**src/bcp_pkg.sv**
```systemverilog
// constants for the step-up converter gate pwm control block
package bcp_pkg;
    localparam int CLK_PERIOD_NS = 20;
    localparam int CLK_MHZ       = 50;
    localparam int OSC_MHZ       = 8;
    // internal divider: code 1 gives 38 osc ticks (~210 kHz), code 31 gives 8 (1 MHz)
    localparam int FREQ_DIV_BASE = 39;
    localparam logic [4:0] FREQ_OFF = 5'h00;
    // target code: code 0 is 11 V, code 127 about 64.1 V
    localparam int TARGET_MIN_MV = 11000;
    localparam int TARGET_MAX_MV = 64100;
    localparam logic [8:0] MAX_LEVEL_CODE = 9'h08F;
    localparam logic [6:0] FB_LOW_CODE    = 7'h00;
    // current path codes, 1 lsb = 10 mV at the sense pins
    localparam int SENSE_LSB_MV   = 10;
    localparam int SENSE_OFFS_MV  = 500;
    localparam logic [11:0] SENSE_OFFS_CODE = 12'(SENSE_OFFS_MV / SENSE_LSB_MV);
    localparam int COMP_DIVIDER   = 7;
    localparam int LIM0_MV = 200;
    localparam int LIM1_MV = 300;
    localparam int LIM2_MV = 400;
    localparam int LIM3_MV = 500;
    // minimum on and off times in ns, rounded up to clock cycles
    localparam int TON0_NS  = 100;
    localparam int TON1_NS  = 150;
    localparam int TON2_NS  = 200;
    localparam int TON3_NS  = 300;
    localparam int TOFF0_NS = 100;
    localparam int TOFF1_NS = 200;
    localparam int TOFF2_NS = 300;
    localparam int TOFF3_NS = 400;
    localparam int TON0_CYC  = (TON0_NS + CLK_PERIOD_NS - 1) / CLK_PERIOD_NS;
    localparam int TON1_CYC  = (TON1_NS + CLK_PERIOD_NS - 1) / CLK_PERIOD_NS;
    localparam int TON2_CYC  = (TON2_NS + CLK_PERIOD_NS - 1) / CLK_PERIOD_NS;
    localparam int TON3_CYC  = (TON3_NS + CLK_PERIOD_NS - 1) / CLK_PERIOD_NS;
    localparam int TOFF0_CYC = (TOFF0_NS + CLK_PERIOD_NS - 1) / CLK_PERIOD_NS;
    localparam int TOFF1_CYC = (TOFF1_NS + CLK_PERIOD_NS - 1) / CLK_PERIOD_NS;
    localparam int TOFF2_CYC = (TOFF2_NS + CLK_PERIOD_NS - 1) / CLK_PERIOD_NS;
    localparam int TOFF3_CYC = (TOFF3_NS + CLK_PERIOD_NS - 1) / CLK_PERIOD_NS;
    localparam logic [15:0] PERIOD_UNKNOWN = 16'hFFFF;
    typedef enum logic {ST_IDLE, ST_ON} bcp_state_t;
endpackage

```
**src/bcp_pwm_ctrl.sv**
```systemverilog
// gate pwm control for a current-mode step-up converter
//
// Behaviour
// RULE1: target chosen by 7-bit code, code 0 is 11 V, top about 64.1 V.
// RULE2: after power-up converter disabled and target code zero.
// RULE3: above target plus margin: gate off, overvoltage flag set, running cleared.
// RULE4: restart only below margin minus hysteresis; running flag returns then.
// RULE5: overvoltage flag latched; read while below reactivation level clears it.
// RULE6: overvoltage flag may read set on first read after power-on.
// RULE7: overvoltage detection stays active while converter disabled.
// RULE8: optional variant treats too-low feedback as overvoltage.
// RULE9: gate off when sense plus 0.5 V offset plus ramp reaches comp/7.
// RULE10: 2-bit slope select, one setting disables the ramp.
// RULE11: gate off each cycle when sense reaches selected current limit.
// RULE12: source bit: 0 internal timing, 1 external sync pin.
// RULE13: pwm only while enable is 1; gate held off otherwise.
// RULE14: controller zeroes error amp gain when disabling converter.
// RULE15: internal 5-bit frequency select from 8 MHz osc; code 0 stops.
// RULE16: sync pin sampled and each edge debounced over two cycles.
// RULE17: edge invert bit: 0 rising edges, 1 falling edges.
// RULE18: any pulse lasts at least min on-time; no demand gives no pulse. Code: hard_stop or a new period start ends a pulse sooner.
// RULE19: gate low at least min off-time each period.
// RULE20: controller avoids min off-time too large for low battery.
// RULE21: converter starts on enable 0-to-1, stops on 1-to-0.
// RULE22: converter held off when target plus margin exceeds trimmed maximum.
// RULE23: each period starts with gate high at tick or qualified sync edge.
`timescale 1ns/100ps
module bcp_pwm_ctrl #(
    parameter bit FB_LOSS_DETECT = 1'b0
) (
    input  wire logic       clk,
    input  wire logic       rst_n,
    input  wire logic       converter_enable,
    input  wire logic [6:0] output_target_code,
    input  wire logic [2:0] overvoltage_margin,
    input  wire logic [1:0] reactivation_hysteresis,
    input  wire logic [3:0] trimmed_limit_offset,
    input  wire logic [6:0] output_voltage_code,
    input  wire logic       overvoltage_flag_read,
    input  wire logic [1:0] slope_comp_select,
    input  wire logic [1:0] current_limit_threshold,
    input  wire logic [7:0] current_sense_input,
    input  wire logic [9:0] comp_level_code,
    input  wire logic       pwm_source_select,
    input  wire logic [4:0] internal_freq_select,
    input  wire logic       sync_pin,
    input  wire logic       sync_edge_invert,
    input  wire logic [1:0] min_on_time_select,
    input  wire logic [1:0] min_off_time_select,
    output logic            gate_drive,
    output logic            running_flag,
    output logic            overvoltage_flag
);
    import bcp_pkg::*;

    function automatic logic [7:0] sel4(input logic [1:0] s, input int a, input int b,
                                        input int c, input int d);
        unique case (s)
            2'd0: sel4 = 8'(a);
            2'd1: sel4 = 8'(b);
            2'd2: sel4 = 8'(c);
            2'd3: sel4 = 8'(d);
        endcase
    endfunction

    logic [1:0] rst_sync_q;
    logic       rst_i_n;
    always_ff @(posedge clk or negedge rst_n) begin
        if (!rst_n) begin
            rst_sync_q <= 2'b00;
        end else begin
            rst_sync_q <= {rst_sync_q[0], 1'b1};
        end
    end
    assign rst_i_n = rst_sync_q[1];

    // voltage window comparisons
    logic [8:0] ov_level;
    logic [8:0] react_level;
    logic       ov_trip;
    logic       below_react;
    logic       limit_block;
    always_comb begin
        ov_level    = 9'(output_target_code) + 9'(overvoltage_margin);    // RULE1
        react_level = ov_level - 9'(reactivation_hysteresis);
        ov_trip     = (9'(output_voltage_code) > ov_level)                      // RULE3 RULE7
                    || (FB_LOSS_DETECT && output_voltage_code <= FB_LOW_CODE); // RULE8
        below_react = (9'(output_voltage_code) < react_level) && !ov_trip;     // RULE4
        limit_block = ov_level > (MAX_LEVEL_CODE - 9'(trimmed_limit_offset));  // RULE22
    end

    // enable edges, overvoltage block and flags
    logic en_prev_q, en_prev_d, conv_on_q, conv_on_d;
    logic ov_block_q, ov_block_d, ov_flag_q, ov_flag_d, running_q, running_d;
    logic run_ok;
    always_comb begin
        en_prev_d = converter_enable;
        conv_on_d = conv_on_q;
        if (converter_enable && !en_prev_q) begin
            conv_on_d = 1'b1;                                   // RULE21
        end else if (!converter_enable && en_prev_q) begin
            conv_on_d = 1'b0;                                   // RULE21
        end
        ov_block_d = ov_block_q;
        if (ov_trip) begin
            ov_block_d = 1'b1;                                  // RULE3
        end else if (below_react) begin
            ov_block_d = 1'b0;                                  // RULE4
        end
        // a new trip wins over a read in the same cycle
        ov_flag_d = ov_trip || (ov_flag_q && !(overvoltage_flag_read && below_react)); // RULE5
        run_ok    = conv_on_q && !ov_block_q && !limit_block && !ov_trip;
        running_d = conv_on_d && !ov_block_d && !limit_block;   // RULE3 RULE4 RULE22
    end
    always_ff @(posedge clk or negedge rst_i_n) begin
        if (!rst_i_n) begin
            en_prev_q  <= 1'b0;
            conv_on_q  <= 1'b0;                                 // RULE2
            ov_block_q <= 1'b0;
            ov_flag_q  <= 1'b1;                                 // RULE6
            running_q  <= 1'b0;
        end else begin
            en_prev_q  <= en_prev_d;
            conv_on_q  <= conv_on_d;
            ov_block_q <= ov_block_d;
            ov_flag_q  <= ov_flag_d;
            running_q  <= running_d;
        end
    end

    // period tick: 8 MHz osc made from clk by fractional accumulator, then divided
    logic [5:0] osc_acc_q, osc_acc_d;
    logic [5:0] div_cnt_q, div_cnt_d;
    logic [5:0] div_len;
    logic       osc_tick, int_tick;
    // sync pin: three flops, level taken when the last two agree
    logic [2:0] sync_q, sync_d;
    logic       sync_lvl_q, sync_lvl_d, ext_edge;
    always_comb begin
        div_len  = 6'(FREQ_DIV_BASE) - 6'(internal_freq_select);
        osc_tick = (osc_acc_q + 6'(OSC_MHZ)) >= 6'(CLK_MHZ);
        osc_acc_d = osc_tick ? 6'(osc_acc_q + 6'(OSC_MHZ) - 6'(CLK_MHZ))
                             : 6'(osc_acc_q + 6'(OSC_MHZ));
        int_tick  = 1'b0;
        div_cnt_d = div_cnt_q;
        if (internal_freq_select == FREQ_OFF) begin
            div_cnt_d = '0;                                     // RULE15
        end else if (osc_tick) begin
            if (div_cnt_q >= div_len - 6'd1) begin
                div_cnt_d = '0;
                int_tick  = 1'b1;                               // RULE15
            end else begin
                div_cnt_d = div_cnt_q + 6'd1;
            end
        end
        sync_d     = {sync_q[1:0], sync_pin};
        sync_lvl_d = (sync_q[2] == sync_q[1]) ? sync_q[2] : sync_lvl_q; // RULE16
        ext_edge   = (sync_lvl_d != sync_lvl_q)
                   && (sync_lvl_d == !sync_edge_invert);        // RULE17
    end
    always_ff @(posedge clk or negedge rst_i_n) begin
        if (!rst_i_n) begin
            osc_acc_q  <= '0;
            div_cnt_q  <= '0;
            sync_q     <= 3'b000;
            sync_lvl_q <= 1'b0;
        end else begin
            osc_acc_q  <= osc_acc_d;
            div_cnt_q  <= div_cnt_d;
            sync_q     <= sync_d;
            sync_lvl_q <= sync_lvl_d;
        end
    end

    // current comparators
    logic [7:0]  ton_min, toff_min, lim_code;
    logic [11:0] ramp, sense_sum, comp_ref;
    logic        cur_trip, limit_hit, period_start;
    logic [15:0] on_cnt_q, on_cnt_d, per_cnt_q, per_cnt_d, per_len_q, per_len_d;
    bcp_state_t  state_q, state_d;
    logic        gate_q, gate_d, hard_stop, duty_cap;
    always_comb begin
        ton_min  = sel4(min_on_time_select, TON0_CYC, TON1_CYC, TON2_CYC, TON3_CYC);
        toff_min = sel4(min_off_time_select, TOFF0_CYC, TOFF1_CYC, TOFF2_CYC, TOFF3_CYC);
        lim_code = sel4(current_limit_threshold, LIM0_MV / SENSE_LSB_MV,
                        LIM1_MV / SENSE_LSB_MV, LIM2_MV / SENSE_LSB_MV,
                        LIM3_MV / SENSE_LSB_MV);
        // slope select 0 leaves the ramp at zero
        ramp      = 12'(on_cnt_q[9:0] * 10'(slope_comp_select));               // RULE10
        sense_sum = 12'(current_sense_input) + SENSE_OFFS_CODE + ramp;
        comp_ref  = 12'(comp_level_code / 10'(COMP_DIVIDER));
        cur_trip  = sense_sum >= comp_ref;                                     // RULE9
        limit_hit = current_sense_input >= lim_code;                           // RULE11
        period_start = pwm_source_select ? ext_edge : int_tick;                // RULE12
        duty_cap  = (per_len_q != PERIOD_UNKNOWN)
                  && (17'(per_cnt_q) + 17'(toff_min) + 17'd1 >= 17'(per_len_q)); // RULE19
        // a falling enable must end the pulse at once, not one cycle late
        hard_stop = !run_ok || !conv_on_d || limit_hit || duty_cap;            // RULE11 RULE13
        per_cnt_d = (per_cnt_q == PERIOD_UNKNOWN) ? per_cnt_q : per_cnt_q + 16'd1;
        per_len_d = per_len_q;
        on_cnt_d  = on_cnt_q;
        state_d   = state_q;
        if (period_start) begin
            per_cnt_d = '0;
            per_len_d = per_cnt_q + 16'd1;
        end
        unique case (state_q)
            ST_IDLE: begin
                on_cnt_d = '0;
                // no pulse at all when there is no demand this period
                if (period_start && run_ok && !limit_hit && !cur_trip) begin
                    state_d = ST_ON;                            // RULE23 RULE18
                end
            end
            ST_ON: begin
                on_cnt_d = on_cnt_q + 16'd1;
                // protections cut short the minimum on-time; regulation does not
                if (hard_stop || period_start
                    || (cur_trip && on_cnt_q + 16'd1 >= 16'(ton_min))) begin // RULE18
                    state_d = ST_IDLE;                          // RULE9
                end
            end
        endcase
        gate_d = (state_d == ST_ON) && run_ok && conv_on_d;     // RULE13
    end
    always_ff @(posedge clk or negedge rst_i_n) begin
        if (!rst_i_n) begin
            state_q   <= ST_IDLE;
            gate_q    <= 1'b0;
            on_cnt_q  <= '0;
            per_cnt_q <= '0;
            per_len_q <= PERIOD_UNKNOWN;
        end else begin
            state_q   <= state_d;
            gate_q    <= gate_d;
            on_cnt_q  <= on_cnt_d;
            per_cnt_q <= per_cnt_d;
            per_len_q <= per_len_d;
        end
    end

    assign gate_drive       = gate_q;
    assign running_flag     = running_q;
    assign overvoltage_flag = ov_flag_q;

    a_ov_gate_off: assert property (@(posedge clk) disable iff (!rst_i_n) // RULE3
        ov_trip |=> !gate_q && ov_flag_q && !running_q)
        else $error("gate or flags wrong after overvoltage trip");
    a_ov_hold_block: assert property (@(posedge clk) disable iff (!rst_i_n) // RULE4
        ov_block_q && !below_react |=> !running_q && !gate_q)
        else $error("restarted before reactivation level");
    a_ov_flag_clear: assert property (@(posedge clk) disable iff (!rst_i_n) // RULE5
        $fell(ov_flag_q) |-> $past(overvoltage_flag_read) && $past(below_react))
        else $error("overvoltage flag cleared without qualified read");
    a_ov_disabled: assert property (@(posedge clk) disable iff (!rst_i_n) // RULE7
        !conv_on_q && ov_trip |=> ov_flag_q)
        else $error("overvoltage not flagged while disabled");
    a_limit_gate: assert property (@(posedge clk) disable iff (!rst_i_n) // RULE11
        gate_q && limit_hit |=> !gate_q)
        else $error("gate stayed on at current limit");
    a_enable_gate: assert property (@(posedge clk) disable iff (!rst_i_n) // RULE13
        !converter_enable ##1 !converter_enable |=> !gate_q)
        else $error("gate driven while disabled");
    a_freq_stop: assert property (@(posedge clk) disable iff (!rst_i_n) // RULE15
        internal_freq_select == FREQ_OFF && !pwm_source_select
        |-> !int_tick ##1 !$rose(gate_q))
        else $error("internal tick while frequency code zero");
    a_sync_edge: assert property (@(posedge clk) disable iff (!rst_i_n) // RULE16
        ext_edge |-> sync_q[2] == sync_q[1] && sync_lvl_q != sync_q[2])
        else $error("sync edge taken without debounce");
    a_min_on: assert property (@(posedge clk) disable iff (!rst_i_n) // RULE18
        $fell(gate_q) && !$past(hard_stop) && !$past(period_start)
        |-> $past(on_cnt_q) + 16'd1 >= 16'(ton_min))
        else $error("pulse shorter than minimum on-time");
    a_trim_block: assert property (@(posedge clk) disable iff (!rst_i_n) // RULE22
        limit_block |=> !running_q && !gate_q)
        else $error("converter ran above trimmed maximum");
    a_start_gate: assert property (@(posedge clk) disable iff (!rst_i_n) // RULE23
        $rose(gate_q) |-> $past(period_start))
        else $error("gate rose away from period start");
endmodule // bcp_pwm_ctrl

```
**config.mk**
```make
export PLATFORM = sky130hd
export DESIGN_NAME = bcp_pwm_ctrl
export DESIGN_NICKNAME = d
export VERILOG_FILES = /design/src/bcp_pkg.sv /design/src/bcp_pwm_ctrl.sv
export SDC_FILE = /design/constraint.sdc
export NUM_CORES = 1
export LEC_CHECK = 0
export ABC_AREA = 1
export BUFFER_PORTS_ARGS = -buffer_cell sky130_fd_sc_hd__buf_2
export CORE_MARGIN = 10
export CORE_UTILIZATION = 45
export CTS_BUF_LIST = sky130_fd_sc_hd__clkbuf_4 sky130_fd_sc_hd__clkbuf_8
export DETAILED_ROUTE_END_ITERATION = 8
export PLACE_DENSITY = 0.65
export SLEW_MARGIN = 0
export SYNTH_ARGS = -nofsm -noshare
export SYNTH_HDL_FRONTEND = slang
export SYNTH_SLANG_ARGS = --single-unit
```
**constraint.sdc**
```tcl
create_clock -name clk -period 2.2 [get_ports clk]
set_clock_uncertainty 0.1 [all_clocks]
set_input_delay 0.44 -clock clk [delete_from_list [all_inputs] [get_ports clk]]
set_output_delay 0.44 -clock clk [all_outputs]
set_load 0.02 [all_outputs]
```
[Yosys cells after proc, flatten, opt, wreduce, memory -nomap -nowiden]
Cells that the tools add are included.
Word-level totals
  register bits: 73
  bits in latches: 0
  bits in writable memories: 0
  bits in read-only memories: 0
  output and inout bits: 3
  memories: 0
Cells by class
  add/subtract/negate cells: 14
  $mul: 1
  div/mod/pow operators: 1
  $lt $le $gt $ge: 9
  equality and inequality tests: 15
  shift-type cells: 0
  multiplexer cells: 22
  bitwise gates (word level): 1
  reduce and logical (&&, ||, !) cells: 41
Operators by type and width (count)
  $pmux 8 s4: 3
  $add 16x1->16 const B: 2
  $mux 16: 2
  $pmux 16 s2: 1
  $mux 6: 4
  $logic_and 1x1->1: 18
  $add 16x8->17: 1
  $add 17x1->17 const B: 1
  $ge 17x16->1: 1
  $eq 16x16->1 const B: 1
  $ge 16x8->1: 1
  $ne 16x16->1 const B: 1
  $add 9x12->12: 1
  $div 10x3->12 const B: 1
  $eq 2x2->1 const B: 6
  $ge 12x12->1: 1
  $logic_not 1->1: 12
  $mul 10x2->12: 1
  $mux 1: 11
  $add 8x6->9 const B: 1
  $gt 8x9->1: 1
  $lt 7x9->1: 1
  $sub 8x2->9: 1
  $sub 8x4->9 const A: 1
  other kinds (20): 30

[Longest topological paths before layout]
Gate-level depths: netlist of run 1.
  depth after elaboration: 15
  mapped depth: 42
  gate-level depth less buffers: 42

[Worst setup path before layout of run 1]
No wires, ideal clock.
  kind: input-to-reg
  start: input comp_level_code[8]
  end: register gate_q (netlist: gate_drive)
  library setup time: 0.086 ns
  arrival time: 4.180 ns
  data required time: 2.014 ns
  slack: -2.166 ns
  stages: 39
  buffers on the path: 0
  cell sequence: nand2_1 inv_1 nand2_1 nand2_2 nand2_4 nand4_2 nand2_2 nand2_1 nand2_1 inv_2 nand2_1 nand2_2 a21oi_4 nand2_2 nand2_2 nand3_2 nand2_2 nand2_2 (+3 left out) nand3_2 nand3_2 o21ai_1 nand3_1 ha_1 inv_1 a21boi_0 o21a_1 o21a_1 o21a_1 o21ai_0 a21boi_0 o21a_1 nor3_1 nand4_1 nand2_1 nand2_1 nor3_1
On the way
  cells in the longest elaborated chain, start to end: 8
  elaborated cells between the ends (all ways): 11
RTL lines
  start, declared: line bcp_pwm_ctrl.sv:43  | input wire logic [9:0] comp_level_code,
  $div 10x3->12 *: line bcp_pwm_ctrl.sv:191  | comp_ref = 12'(comp_level_code / 10'(COMP_DIVIDER));
  $ge 12x12->1 *: line bcp_pwm_ctrl.sv:192  | cur_trip = sense_sum >= comp_ref;
  $logic_and 1x1->1 / $logic_not 1->1 (equally long branches): line bcp_pwm_ctrl.sv:219, bcp_pwm_ctrl.sv:211
  $logic_or 1x1->1 / $logic_and 1x1->1 (equally long branches): line bcp_pwm_ctrl.sv:219, bcp_pwm_ctrl.sv:211
  $mux 1 (on tied branches): line bcp_pwm_ctrl.sv:218, bcp_pwm_ctrl.sv:211
  $pmux 1 s2 *: line bcp_pwm_ctrl.sv:207  | unique case (state_q)
  $logic_and 1x1->1 * (2 in a row): line bcp_pwm_ctrl.sv:224  | gate_d = (state_d == ST_ON) && run_ok && conv_on_d;
  via gate_d: line bcp_pwm_ctrl.sv:181  | logic gate_q, gate_d, hard_stop, duty_cap;
  end signal, assigned: line bcp_pwm_ctrl.sv:235  | gate_q <= gate_d;
  end, declared: line bcp_pwm_ctrl.sv:181
The timed path passes the listed nets; every way through them passes the cells marked *.
A chain may end at the register's enable or synchronous reset.

[Worst setup path in the final report of run 1]
  start: input comp_level_code[6]
  end: register gate_q (netlist: gate_drive)
Same word-level chain as after synthesis.

==> flow_metrics.env, run 1 <==
export IMPL_cap_violations=0
export IMPL_area_growth_pct=45.7
export IMPL_min_path_cells=1
export IMPL_synth_cell_types=39
export IMPL_yosys_warnings=0
export IMPL_grtUsageTotal=0.159
export IMPL_vdd_drop_max_mv=0.771
export IMPL_clk_latency_ns=0.35
export IMPL_rrSetupSlack_ns=-1.58
export IMPL_clock_path_buffers=2
export IMPL_swShare=0.377
export IMPL_cts_buffers=9
export IMPL_cp_arrival_ns=4.48
export IMPL_post_route_util=0.663
export IMPL_fp_dieArea_sq_um=20600
export IMPL_power_density_nw_per_um2=581
export IMPL_fin_crit_ns=4.30
export IMPL_wl_per_cell_um=12.4
export IMPL_grt_pass1_vias=6449
export IMPL_yosys_area_top_type="dfrtp_1"
export IMPL_synth_main_ff_cell="dfrtp_1"
export IMPL_min_to="sync_q[0]"
export IMPL_fp_coreArea_sq_um=15100
export IMPL_place_gp_congestion=0.842
export IMPL_start_util=0.455
export IMPL_htree_levels=3
export IMPL_cp_end_kind="register"
export IMPL_tns_ns=-8.24
export IMPL_synth_common_cells="nand2_1 (184), inv_1 (161), ha_1 (108)"
export IMPL_crit_path_start_kind="input port"
export IMPL_cp_slowest_cell="ha_1"
export IMPL_power_share_clock=0.183
export IMPL_drt_vias_per_instance=4.81
export IMPL_leakagePower_nw=5.36
export IMPL_hp_start="sync_pin"
export IMPL_hold_worst_slack_ns=0.0920
export IMPL_first_iter_violations=203
export IMPL_die_width_um=144
export IMPL_min_path_type="input port to register"
export IMPL_cts_root_buf="clkbuf_8"
export IMPL_instances_no_fill=1369
export IMPL_crit_fanout=5
export IMPL_p_total_w=0.00582
export IMPL_rsz0062_at_grt="yes"
export IMPL_boundaryPins=64
export IMPL_die_y_um=144
export IMPL_cp_buffers_inverters=5
export IMPL_r2r_start="per_cnt_q[0]"
export IMPL_drc=0
export IMPL_yosysSeqAreaShare=0.265
export IMPL_status="finished, violations left"
export IMPL_final_setup_viol_count=21
export IMPL_clkTransAtPathRegs_ns=0.08
export IMPL_fin_crit_sh=1.95
export IMPL_p_int_w=0.00362
export IMPL_r2r_end="state_q"
export IMPL_seqPwrFrac=0.275
export IMPL_nFillCells=1256
export IMPL_grt_antenna_before_repair=1
export IMPL_rr_worst_depth=18
export IMPL_drtAntennaViolNets=0
export IMPL_violations="negative setup slack"
export IMPL_finalMaxSlewViolations=0
export IMPL_overflow=0
export IMPL_synth_cells=903
export IMPL_max_freq_ghz=0.233
export IMPL_crit_top_cell="nand2_2"
export IMPL_final_nets=1355
export IMPL_dp_hpwl_um=12800
export IMPL_finalHoldViolCount=0
export IMPL_num_vias=6590
export IMPL_required_ns=2.38
export IMPL_cts_tree="yes"
export IMPL_postSynthAreaPerCell_sq_um=7.60
export IMPL_combPwrFrac=0.543
export IMPL_drive_above_1_share=0.386
export IMPL_yosysMostFrequentCell="nand2_1"
export IMPL_critical_path_top_delay_family="simple AND/OR/NAND/NOR gates"
export IMPL_wl_um=16900
export IMPL_crit_path_start="comp_level_code[6]"
export IMPL_post_place_cells=1324
export IMPL_synth_top_area_frac=0.200
export IMPL_yosys_top_cells_area="dfrtp_1 (20%), ha_1 (20%), nand2_1 (10%)"
export IMPL_async_flop_share=1.00
export IMPL_synth_cell_area_sq_um=6870
export IMPL_synth_fp_nets=1083
export IMPL_cpPeakStageDelay_ns=0.27
export IMPL_netSwitchingPower_w=0.00220
export IMPL_grt_pass1_wl_um=27400
export IMPL_port_buffers=63
export IMPL_setup_ws_ns=-2.10
export IMPL_setup_worst_path_class="input port to register"
export IMPL_synth_enable_flop_cells=0
export IMPL_dr_pass1_iters=4
export IMPL_rows=45
export IMPL_cts_sinks=72
export IMPL_grt_max_degree=41
export IMPL_ys_ff_latch=72
sequential cells by signal, summed over array words and instances (netlist names):
register,cells
conv_on_q,1
div_cnt_q,6
en_prev_q,1
gate_drive,1
on_cnt_q,16
osc_acc_q,5
ov_block_q,1
overvoltage_flag,1
per_cnt_q,16
per_len_q,16
rst_sync_q,2
running_flag,1
state_q,1
sync_lvl_q,1
sync_q,3
power groups by stage:
stage,Sequential [W],Clock (W),Combinational [W]
global route,0.00162,0.00113,0.00357
detailed placement,0.00162,0,0.00281
floorplan,0.00165,0,0.00163
global placement,0.00161,0,0.00275
CTS,0.00159,0.00109,0.00292
finish,0.00160,0.00106,0.00316
worst max-delay path by stage:
stage	end	slack, ns	depth (start not counted)
after floorplan	gate_drive	-2.05	40
final	gate_drive	-2.10	41
after global routing	gate_drive	-2.42	38
after CTS	gate_drive	-2.10	36
after global placement	gate_drive	-2.48	37
after detailed placement	gate_drive	-2.63	36
kinds of logic after synthesis:
family | Yosys count | synth area share
AND/OR/NAND/NOR | 353 | 0.228
buffers and inverters | 175 | 0.0958
adder cells (fa/ha/maj) | 119 | 0.229
AO/OA/AOI/OAI | 117 | 0.0966
flip-flops | 72 | 0.265
XOR/XNOR | 66 | 0.0842
other | 1 | 0.000546
cell usage in the layout, fill, tap and decap left out, drive strengths merged, types with 10 or more instances in the layout:
cell type / count
xor2: 46
nor3: 13
clkbuf: 12
fa: 11
inv: 163
nand2: 197
ha: 108
nand3: 45
buf: 268
xnor2: 20
dfrtp: 55
nor2: 65
nand4: 16
o21ai: 53
o21a: 10
a21oi: 37
dfstp: 17
per-layer routing:
metal | GRT usage | routed length [um]
met1 | 0.194 | 7450
met2 | 0.278 | 8630
met3 | 0.0251 | 498
met4 | 0.0505 | 342
met5 | 0 | 0
cell type report:
cell class / count / area, sq um / area share
Clock inverter: 6 / 58.8 / 0.00588
Antenna cell: 1 / 2.50 / 0.000250
Inverter: 165 / 637 / 0.0636
Sequential cell: 72 / 1830 / 0.183
Tap cell: 188 / 235 / 0.0235
Clock buffer: 10 / 138 / 0.0138
Timing Repair Buffer: 271 / 2090 / 0.209
Multi-Input combinational cell: 656 / 5020 / 0.501
through the flow:
step,area (sq um),worst slack (ns)
after CTS,9340,-2.10
after detailed placement,8860,-2.63
after global routing,10000,-2.42
after global placement,8860,-2.48
after floorplan,6970,-2.05
final,10000,-2.10
repair_timing:
action	in CTS	in global routing
hold buffers	1	0
resized for setup	40	165
buffers inserted	16	14
endpoints found under the hold margin	2	0
pin swaps	34	43
cloned	1	3
setup endpoints to repair	23	48
No activity file was read; power rests on OpenSTA's default activity.
==> inputs of run 2 (changes only) <==
--- a/config.mk
+++ b/config.mk
@@ -11,6 +11,7 @@
 export CORE_UTILIZATION = 45
 export CTS_BUF_LIST = sky130_fd_sc_hd__clkbuf_4 sky130_fd_sc_hd__clkbuf_8
 export DETAILED_ROUTE_END_ITERATION = 8
+export MAX_ROUTING_LAYER = met4
 export PLACE_DENSITY = 0.65
 export SLEW_MARGIN = 0
 export SYNTH_ARGS = -nofsm -noshare
==> run 2 against run 1 <==
The run still ends with negative setup slack left; die area did not move; cell area decreased by 0.23%; clock-buffer cell count did not move; non-clock buffer count unchanged; utilization down 0.15 points; total power rose by 0.46%; first-iteration DRC count up 31%; worst hold slack better by 0.0011 ns; sequential power hardly changed; sequential share of layout area barely moved; routed wire length up 0.52%.
==> flow_metrics.env, run 2 (same netlist as run 1, synthesis figures left out) <==
export IMPL_crit_fanout=5
export IMPL_finalMaxSlewViolations=0
export IMPL_setup_ws_ns=-2.10
export IMPL_port_buffers=63
export IMPL_required_ns=2.38
export IMPL_cts_tree="yes"
export IMPL_seqCellArea_sq_um=1830
export IMPL_rsz0062_at_grt="yes"
export IMPL_min_path_type="input port to register"
export IMPL_power_density_nw_per_um2=585
export IMPL_vdd_drop_max_mv=0.772
export IMPL_grtUsageTotal=0.163
export IMPL_min_path_cells=1
export IMPL_fin_crit_ns=4.30
export IMPL_dr_pass1_iters=5
export IMPL_reg_largest_list="on_cnt_q: 16 flops, per_cnt_q: 16 flops, per_len_q: 16 flops"
export IMPL_multi_input_area_sq_um=4990
export IMPL_grt_max_degree=41
export IMPL_place_gp_congestion=0.856
export IMPL_area_growth_pct=45.4
export IMPL_final_nets=1355
export IMPL_r2r_end="state_q"
export IMPL_cp_end_kind="register"
export IMPL_grt_pass1_wl_um=27400
export IMPL_num_vias=6612
export IMPL_r2r_start="per_cnt_q[0]"
export IMPL_overflow=0
export IMPL_post_route_util=0.662
export IMPL_hp_start="sync_pin"
export IMPL_cp_arrival_ns=4.49
export IMPL_layout_commonest_cell="buf_4"
export IMPL_nFillCells=1259
export IMPL_drtAntennaViolNets=0
export IMPL_min_to="sync_q[0]"
export IMPL_cts_sinks=72
export IMPL_rrSetupSlack_ns=-1.58
export IMPL_fp_dieArea_sq_um=20600
export IMPL_htree_levels=3
export IMPL_final_setup_viol_count=21
export IMPL_status="finished, violations left"
export IMPL_dp_hpwl_um=12800
export IMPL_final_cell_mix="buf_4 (184), inv_1 (150), nand2_1 (132)"
export IMPL_die_width_um=144
export IMPL_crit_top_cell="nand2_2"
export IMPL_crit_path_start_kind="input port"
export IMPL_leakagePower_nw=5.36
export IMPL_finalHoldViolCount=0
export IMPL_grt_antenna_before_repair=1
export IMPL_hold_worst_slack_ns=0.0931
export IMPL_clock_path_buffers=2
export IMPL_drc=0
export IMPL_fp_coreArea_sq_um=15100
export IMPL_clkTransAtPathRegs_ns=0.08
export IMPL_cpPeakStageDelay_ns=0.27
export IMPL_cp_slowest_cell="ha_1"
export IMPL_wl_um=17000
export IMPL_fin_crit_sh=1.96
export IMPL_violations="negative setup slack"
export IMPL_placed_area_sq_um=8860
export IMPL_die_y_um=144
export IMPL_grt_pass1_vias=6449
export IMPL_first_iter_violations=266
export IMPL_wl_per_cell_um=12.4
export IMPL_rows=45
export IMPL_setup_worst_path_class="input port to register"
export IMPL_cap_violations=0
export IMPL_rr_worst_depth=18
export IMPL_drt_vias_per_instance=4.83
export IMPL_boundaryPins=64
export IMPL_start_util=0.455
export IMPL_max_freq_ghz=0.232
export IMPL_cts_root_buf="clkbuf_8"
export IMPL_postLayoutCellArea_sq_um=9980
export IMPL_drive_above_1_share=0.385
export IMPL_clk_latency_ns=0.35
export IMPL_cts_buffers=9
run 2: cell count changes in the layout (fill, tap and decap cells not counted):
| cell | delta |
|---|---|
| dfrtp_2 | -1 |
| xnor2_4 | -1 |
| ha_2 | +1 |
| o21ai_1 | +1 |
| xnor2_2 | +1 |
| ha_4 | -1 |
| inv_1 | +1 |
| inv_2 | -1 |
| o21ai_0 | -1 |
| dfrtp_1 | +1 |
run 2: layout make-up:
cell class / instances / area share
multi-input combinational: 656 / 0.500
timing repair buffer: 271 / 0.210
sequential: 72 / 0.183
inverter: 165 / 0.0638
tap: 188 / 0.0236
clock buffer: 10 / 0.0138
clock inverter: 6 / 0.00589
antenna: 1 / 0.000251
run 2: where the power goes:
| group | switching (W) | leakage [nW] | total (W) | internal (W) |
|---|---|---|---|---|
| Clock | 0.000512 | 0.106 | 0.00106 | 0.000549 |
| Sequential | 0.0000927 | 0.899 | 0.00160 | 0.00151 |
| Combinational | 0.00161 | 4.36 | 0.00319 | 0.00157 |
run 2: layer usage:
metal / track usage / up-vias / part of all wire
met5: - / - / 0
met4: 0.0570 / 0 / 0.018
met3: 0.0211 / 20 / 0.025
met2: 0.277 / 69 / 0.52
met1: 0.195 / 3083 / 0.44
li1: - / 3440 / -
run 2: what timing repair did:
item                                    CTS  global route
pin swaps                                34            43
endpoints found under the setup margin   23            48
hold endpoints to repair                  2             0
resized for setup                        40           162
gates cloned                              1             3
setup buffers                            16            15
hold buffers                              1             0
run 2: worst max path at each step:
stage / depth (start not counted) / to / slack [ns] / from
final: 38 / gate_drive / -2.10 / comp_level_code[8]
after global routing: 38 / gate_drive / -2.43 / comp_level_code[8]
after CTS: 36 / gate_drive / -2.10 / comp_level_code[7]
after detailed placement: 36 / gate_drive / -2.63 / comp_level_code[8]
after global placement: 37 / gate_drive / -2.48 / comp_level_code[6]
after floorplan: 40 / gate_drive / -2.05 / comp_level_code[6]
run 2: stage by stage:
stage | setup slack (ns) | cells | setup TNS [ns] | power (W)
2_1_floorplan | -2.05 | 903 | -8.18 | 0.00328
3_3_place_gp | -2.48 | 1324 | -17.61 | 0.00436
5_1_grt | -2.43 | 1369 | -12.11 | 0.00634
4_1_cts | -2.10 | 1358 | -6.14 | 0.00560
3_5_place_dp | -2.63 | 1324 | -19.12 | 0.00442
6_report | -2.10 | 1369 | -8.29 | 0.00585
run 2: worst max-delay path, delay by kind of cell:
kind / cells / cell delay (ns)
simple gates: 23 / 2.17
compound gates: 9 / 1.21
fa+ha+maj: 2 / 0.43
buf+inv: 4 / 0.24
==> inputs of run 3 (changes only) <==
--- a/config.mk
+++ b/config.mk
@@ -6,7 +6,7 @@
 export NUM_CORES = 1
 export LEC_CHECK = 0
 export ABC_AREA = 1
-export BUFFER_PORTS_ARGS = -buffer_cell sky130_fd_sc_hd__buf_2
+export BUFFER_PORTS_ARGS = -buffer_cell sky130_fd_sc_hd__clkbuf_2
 export CORE_MARGIN = 10
 export CORE_UTILIZATION = 45
 export CTS_BUF_LIST = sky130_fd_sc_hd__clkbuf_4 sky130_fd_sc_hd__clkbuf_8
==> constraint.sdc (replaced) <==
create_clock -name clk -period 3.6 [get_ports clk]
set_clock_uncertainty 0.1 [all_clocks]
set_input_delay 0.72 -clock clk [delete_from_list [all_inputs] [get_ports clk]]
set_output_delay 0.72 -clock clk [all_outputs]
set_load 0.02 [all_outputs]
==> run 3 against run 2 <==
The run still ends with negative setup slack left; global-route usage fell by 0.99 points; register-to-register slack improved by 1.4 ns; worst hold slack got worse by 0.063 ns; utilization fell by 8.4 points; die area did not move; combinational power fell by 46%; clock-buffer cell count rose by 1; total power fell by 43%; cell count fell by 7.5%; sequential power fell by 38%; via count fell by 8.5%; critical endpoint unchanged; largest power group unchanged; highest routed layer unchanged.
==> flow_metrics.env, run 3 (same netlist as run 1, synthesis figures left out) <==
export IMPL_post_route_util=0.578
export IMPL_fp_coreArea_sq_um=15100
export IMPL_required_ns=3.77
export IMPL_drive_above_1_share=0.249
export IMPL_max_freq_ghz=0.212
export IMPL_dp_slack_ns=-1.49
export IMPL_drc=0
export IMPL_clk_latency_ns=0.35
export IMPL_min_path_type="input port to async pin"
export IMPL_crit_top_cell="nand2_2"
export IMPL_wl_per_cell_um=12.0
export IMPL_cp_slowest_cell="ha_1"
export IMPL_wl_um=15200
export IMPL_die_y_um=144
export IMPL_area_growth_pct=27.0
export IMPL_dr_pass1_iters=4
export IMPL_final_nets=1253
export IMPL_final_cell_mix="nand2_1 (169), inv_1 (156), ha_1 (106)"
export IMPL_rows=45
export IMPL_drtAntennaViolNets=0
export IMPL_p_total_w=0.00336
export IMPL_clkTransAtPathRegs_ns=0.08
export IMPL_boundaryPins=64
export IMPL_fin_crit_sh=1.31
export IMPL_vdd_drop_max_mv=0.371
export IMPL_dp_hpwl_um=12400
export IMPL_violations="negative setup slack"
export IMPL_num_vias=6051
export IMPL_layout_commonest_cell="nand2_1"
export IMPL_rr_worst_depth=18
export IMPL_maxSlewHeadroom=0.479
export IMPL_instances_no_fill=1266
export IMPL_grtUsageTotal=0.153
export IMPL_crit_fanout=5
export IMPL_overflow=0
export IMPL_grt_pass1_wl_um=25600
export IMPL_start_util=0.455
export IMPL_status="finished, violations left"
export IMPL_clock_path_buffers=2
export IMPL_rrSetupSlack_ns=-0.17
export IMPL_cts_tree="yes"
export IMPL_setup_ws_ns=-1.11
export IMPL_place_gp_congestion=0.908
export IMPL_cp_arrival_ns=4.88
export IMPL_grt_antenna_before_repair=0
export IMPL_finalMaxSlewViolations=0
export IMPL_leakagePower_nw=4.73
export IMPL_cts_sinks=72
export IMPL_cap_violations=0
export IMPL_worstMarginPinSlew_ns=0.781
export IMPL_setup_worst_path_class="input port to register"
export IMPL_die_width_um=144
export IMPL_htree_levels=3
export IMPL_seqCellArea_sq_um=1820
export IMPL_crit_path_start_kind="input port"
export IMPL_drt_vias_per_instance=4.78
export IMPL_finalHoldViolCount=0
export IMPL_cp_end_kind="register"
export IMPL_antenna_cells=0
export IMPL_post_place_cells=1237
export IMPL_power_density_nw_per_um2=385
export IMPL_cpPeakStageDelay_ns=0.27
export IMPL_rsz0062_at_grt="yes"
export IMPL_reg_largest_list="on_cnt_q: 16 flops, per_cnt_q: 16 flops, per_len_q: 16 flops"
export IMPL_cts_root_buf="clkbuf_8"
export IMPL_grt_pass1_vias=5854
export IMPL_fin_crit_ns=4.71
export IMPL_grt_max_degree=37
export IMPL_final_setup_viol_count=2
export IMPL_cts_buffers=9
export IMPL_fp_dieArea_sq_um=20600
export IMPL_first_iter_violations=161
export IMPL_nFillCells=1421
export IMPL_port_buffers=63
export IMPL_multi_input_area_sq_um=4660
[run 3: cell count changes in the layout (fill, tap and decap cells not counted), moves of 7 or more]
cell / delta
o21ai_1: -13
o21ai_2: -8
nor2_2: -8
nand2_4: -8
buf_2: -55
nand2_1: +37
nor2_1: +10
clkbuf_2: +59
nand2_2: -31
buf_6: -18
o21ai_0: +21
ha_1: +7
buf_4: -81
[run 3: layout make-up]
class | instances | area share
well taps | 188 | 0.0270
multi-input cells | 656 | 0.534
inverters | 165 | 0.0722
flip-flops and latches | 72 | 0.209
repair buffers | 169 | 0.135
clock inverters | 5 | 0.00660
clock buffers | 11 | 0.0159
[run 3: layer usage]
metal / track usage / share of wire / up-vias
li1: - / - / 3241
met2: 0.262 / 0.50 / 37
met1: 0.186 / 0.47 / 2762
met4: 0.0301 / 0.0084 / 0
met5: - / 0 / -
met3: 0.0271 / 0.023 / 11
[run 3: path summary, 6_finish.rpt]
| kind | end | startpoint |
|---|---|---|
| max | gate_drive | comp_level_code[9] |
| min | rst_sync_q[1] | rst_n |
| max reg2reg | gate_drive | on_cnt_q[1] |
| min reg2reg | sync_q[1] | sync_q[0] |
| max in group asynchronous | overvoltage_flag | rst_sync_q[1] |
| min in group clk | sync_q[1] | sync_q[0] |
[run 3: timing repair]
action	in CTS	in global routing
hold buffers	0	0
gates resized for setup	29	44
hold endpoints to repair	0	0
pin swaps	20	29
endpoints found under the setup margin	3	5
setup buffers	6	7
[run 3: through the flow]
| step | hold slack [ns] | setup TNS, ns | cell area (sq um) |
|---|---|---|---|
| floorplan | 0.231 | -1.78 | 6920 |
| global placement | 0.232 | -3.60 | 8130 |
| detailed placement | 0.237 | -3.97 | 8130 |
| CTS | 0.0133 | -2.00 | 8490 |
| global route | 0.00887 | -2.84 | 8720 |
| finish | 0.0304 | -2.12 | 8720 |
[run 3: power by group]
group          switching (W)  internal, W
combinational       0.000869     0.000838
clock               0.000314     0.000336
sequential         0.0000790     0.000921
[run 3: worst max-delay path: cells and delay by family]
family / cells / cell delay, ns
AND/OR/NAND/NOR: 20 / 1.97
adder cells (fa/ha/maj): 2 / 0.41
buffers and inverters: 4 / 0.40
AO/OA/AOI/OAI: 11 / 1.38
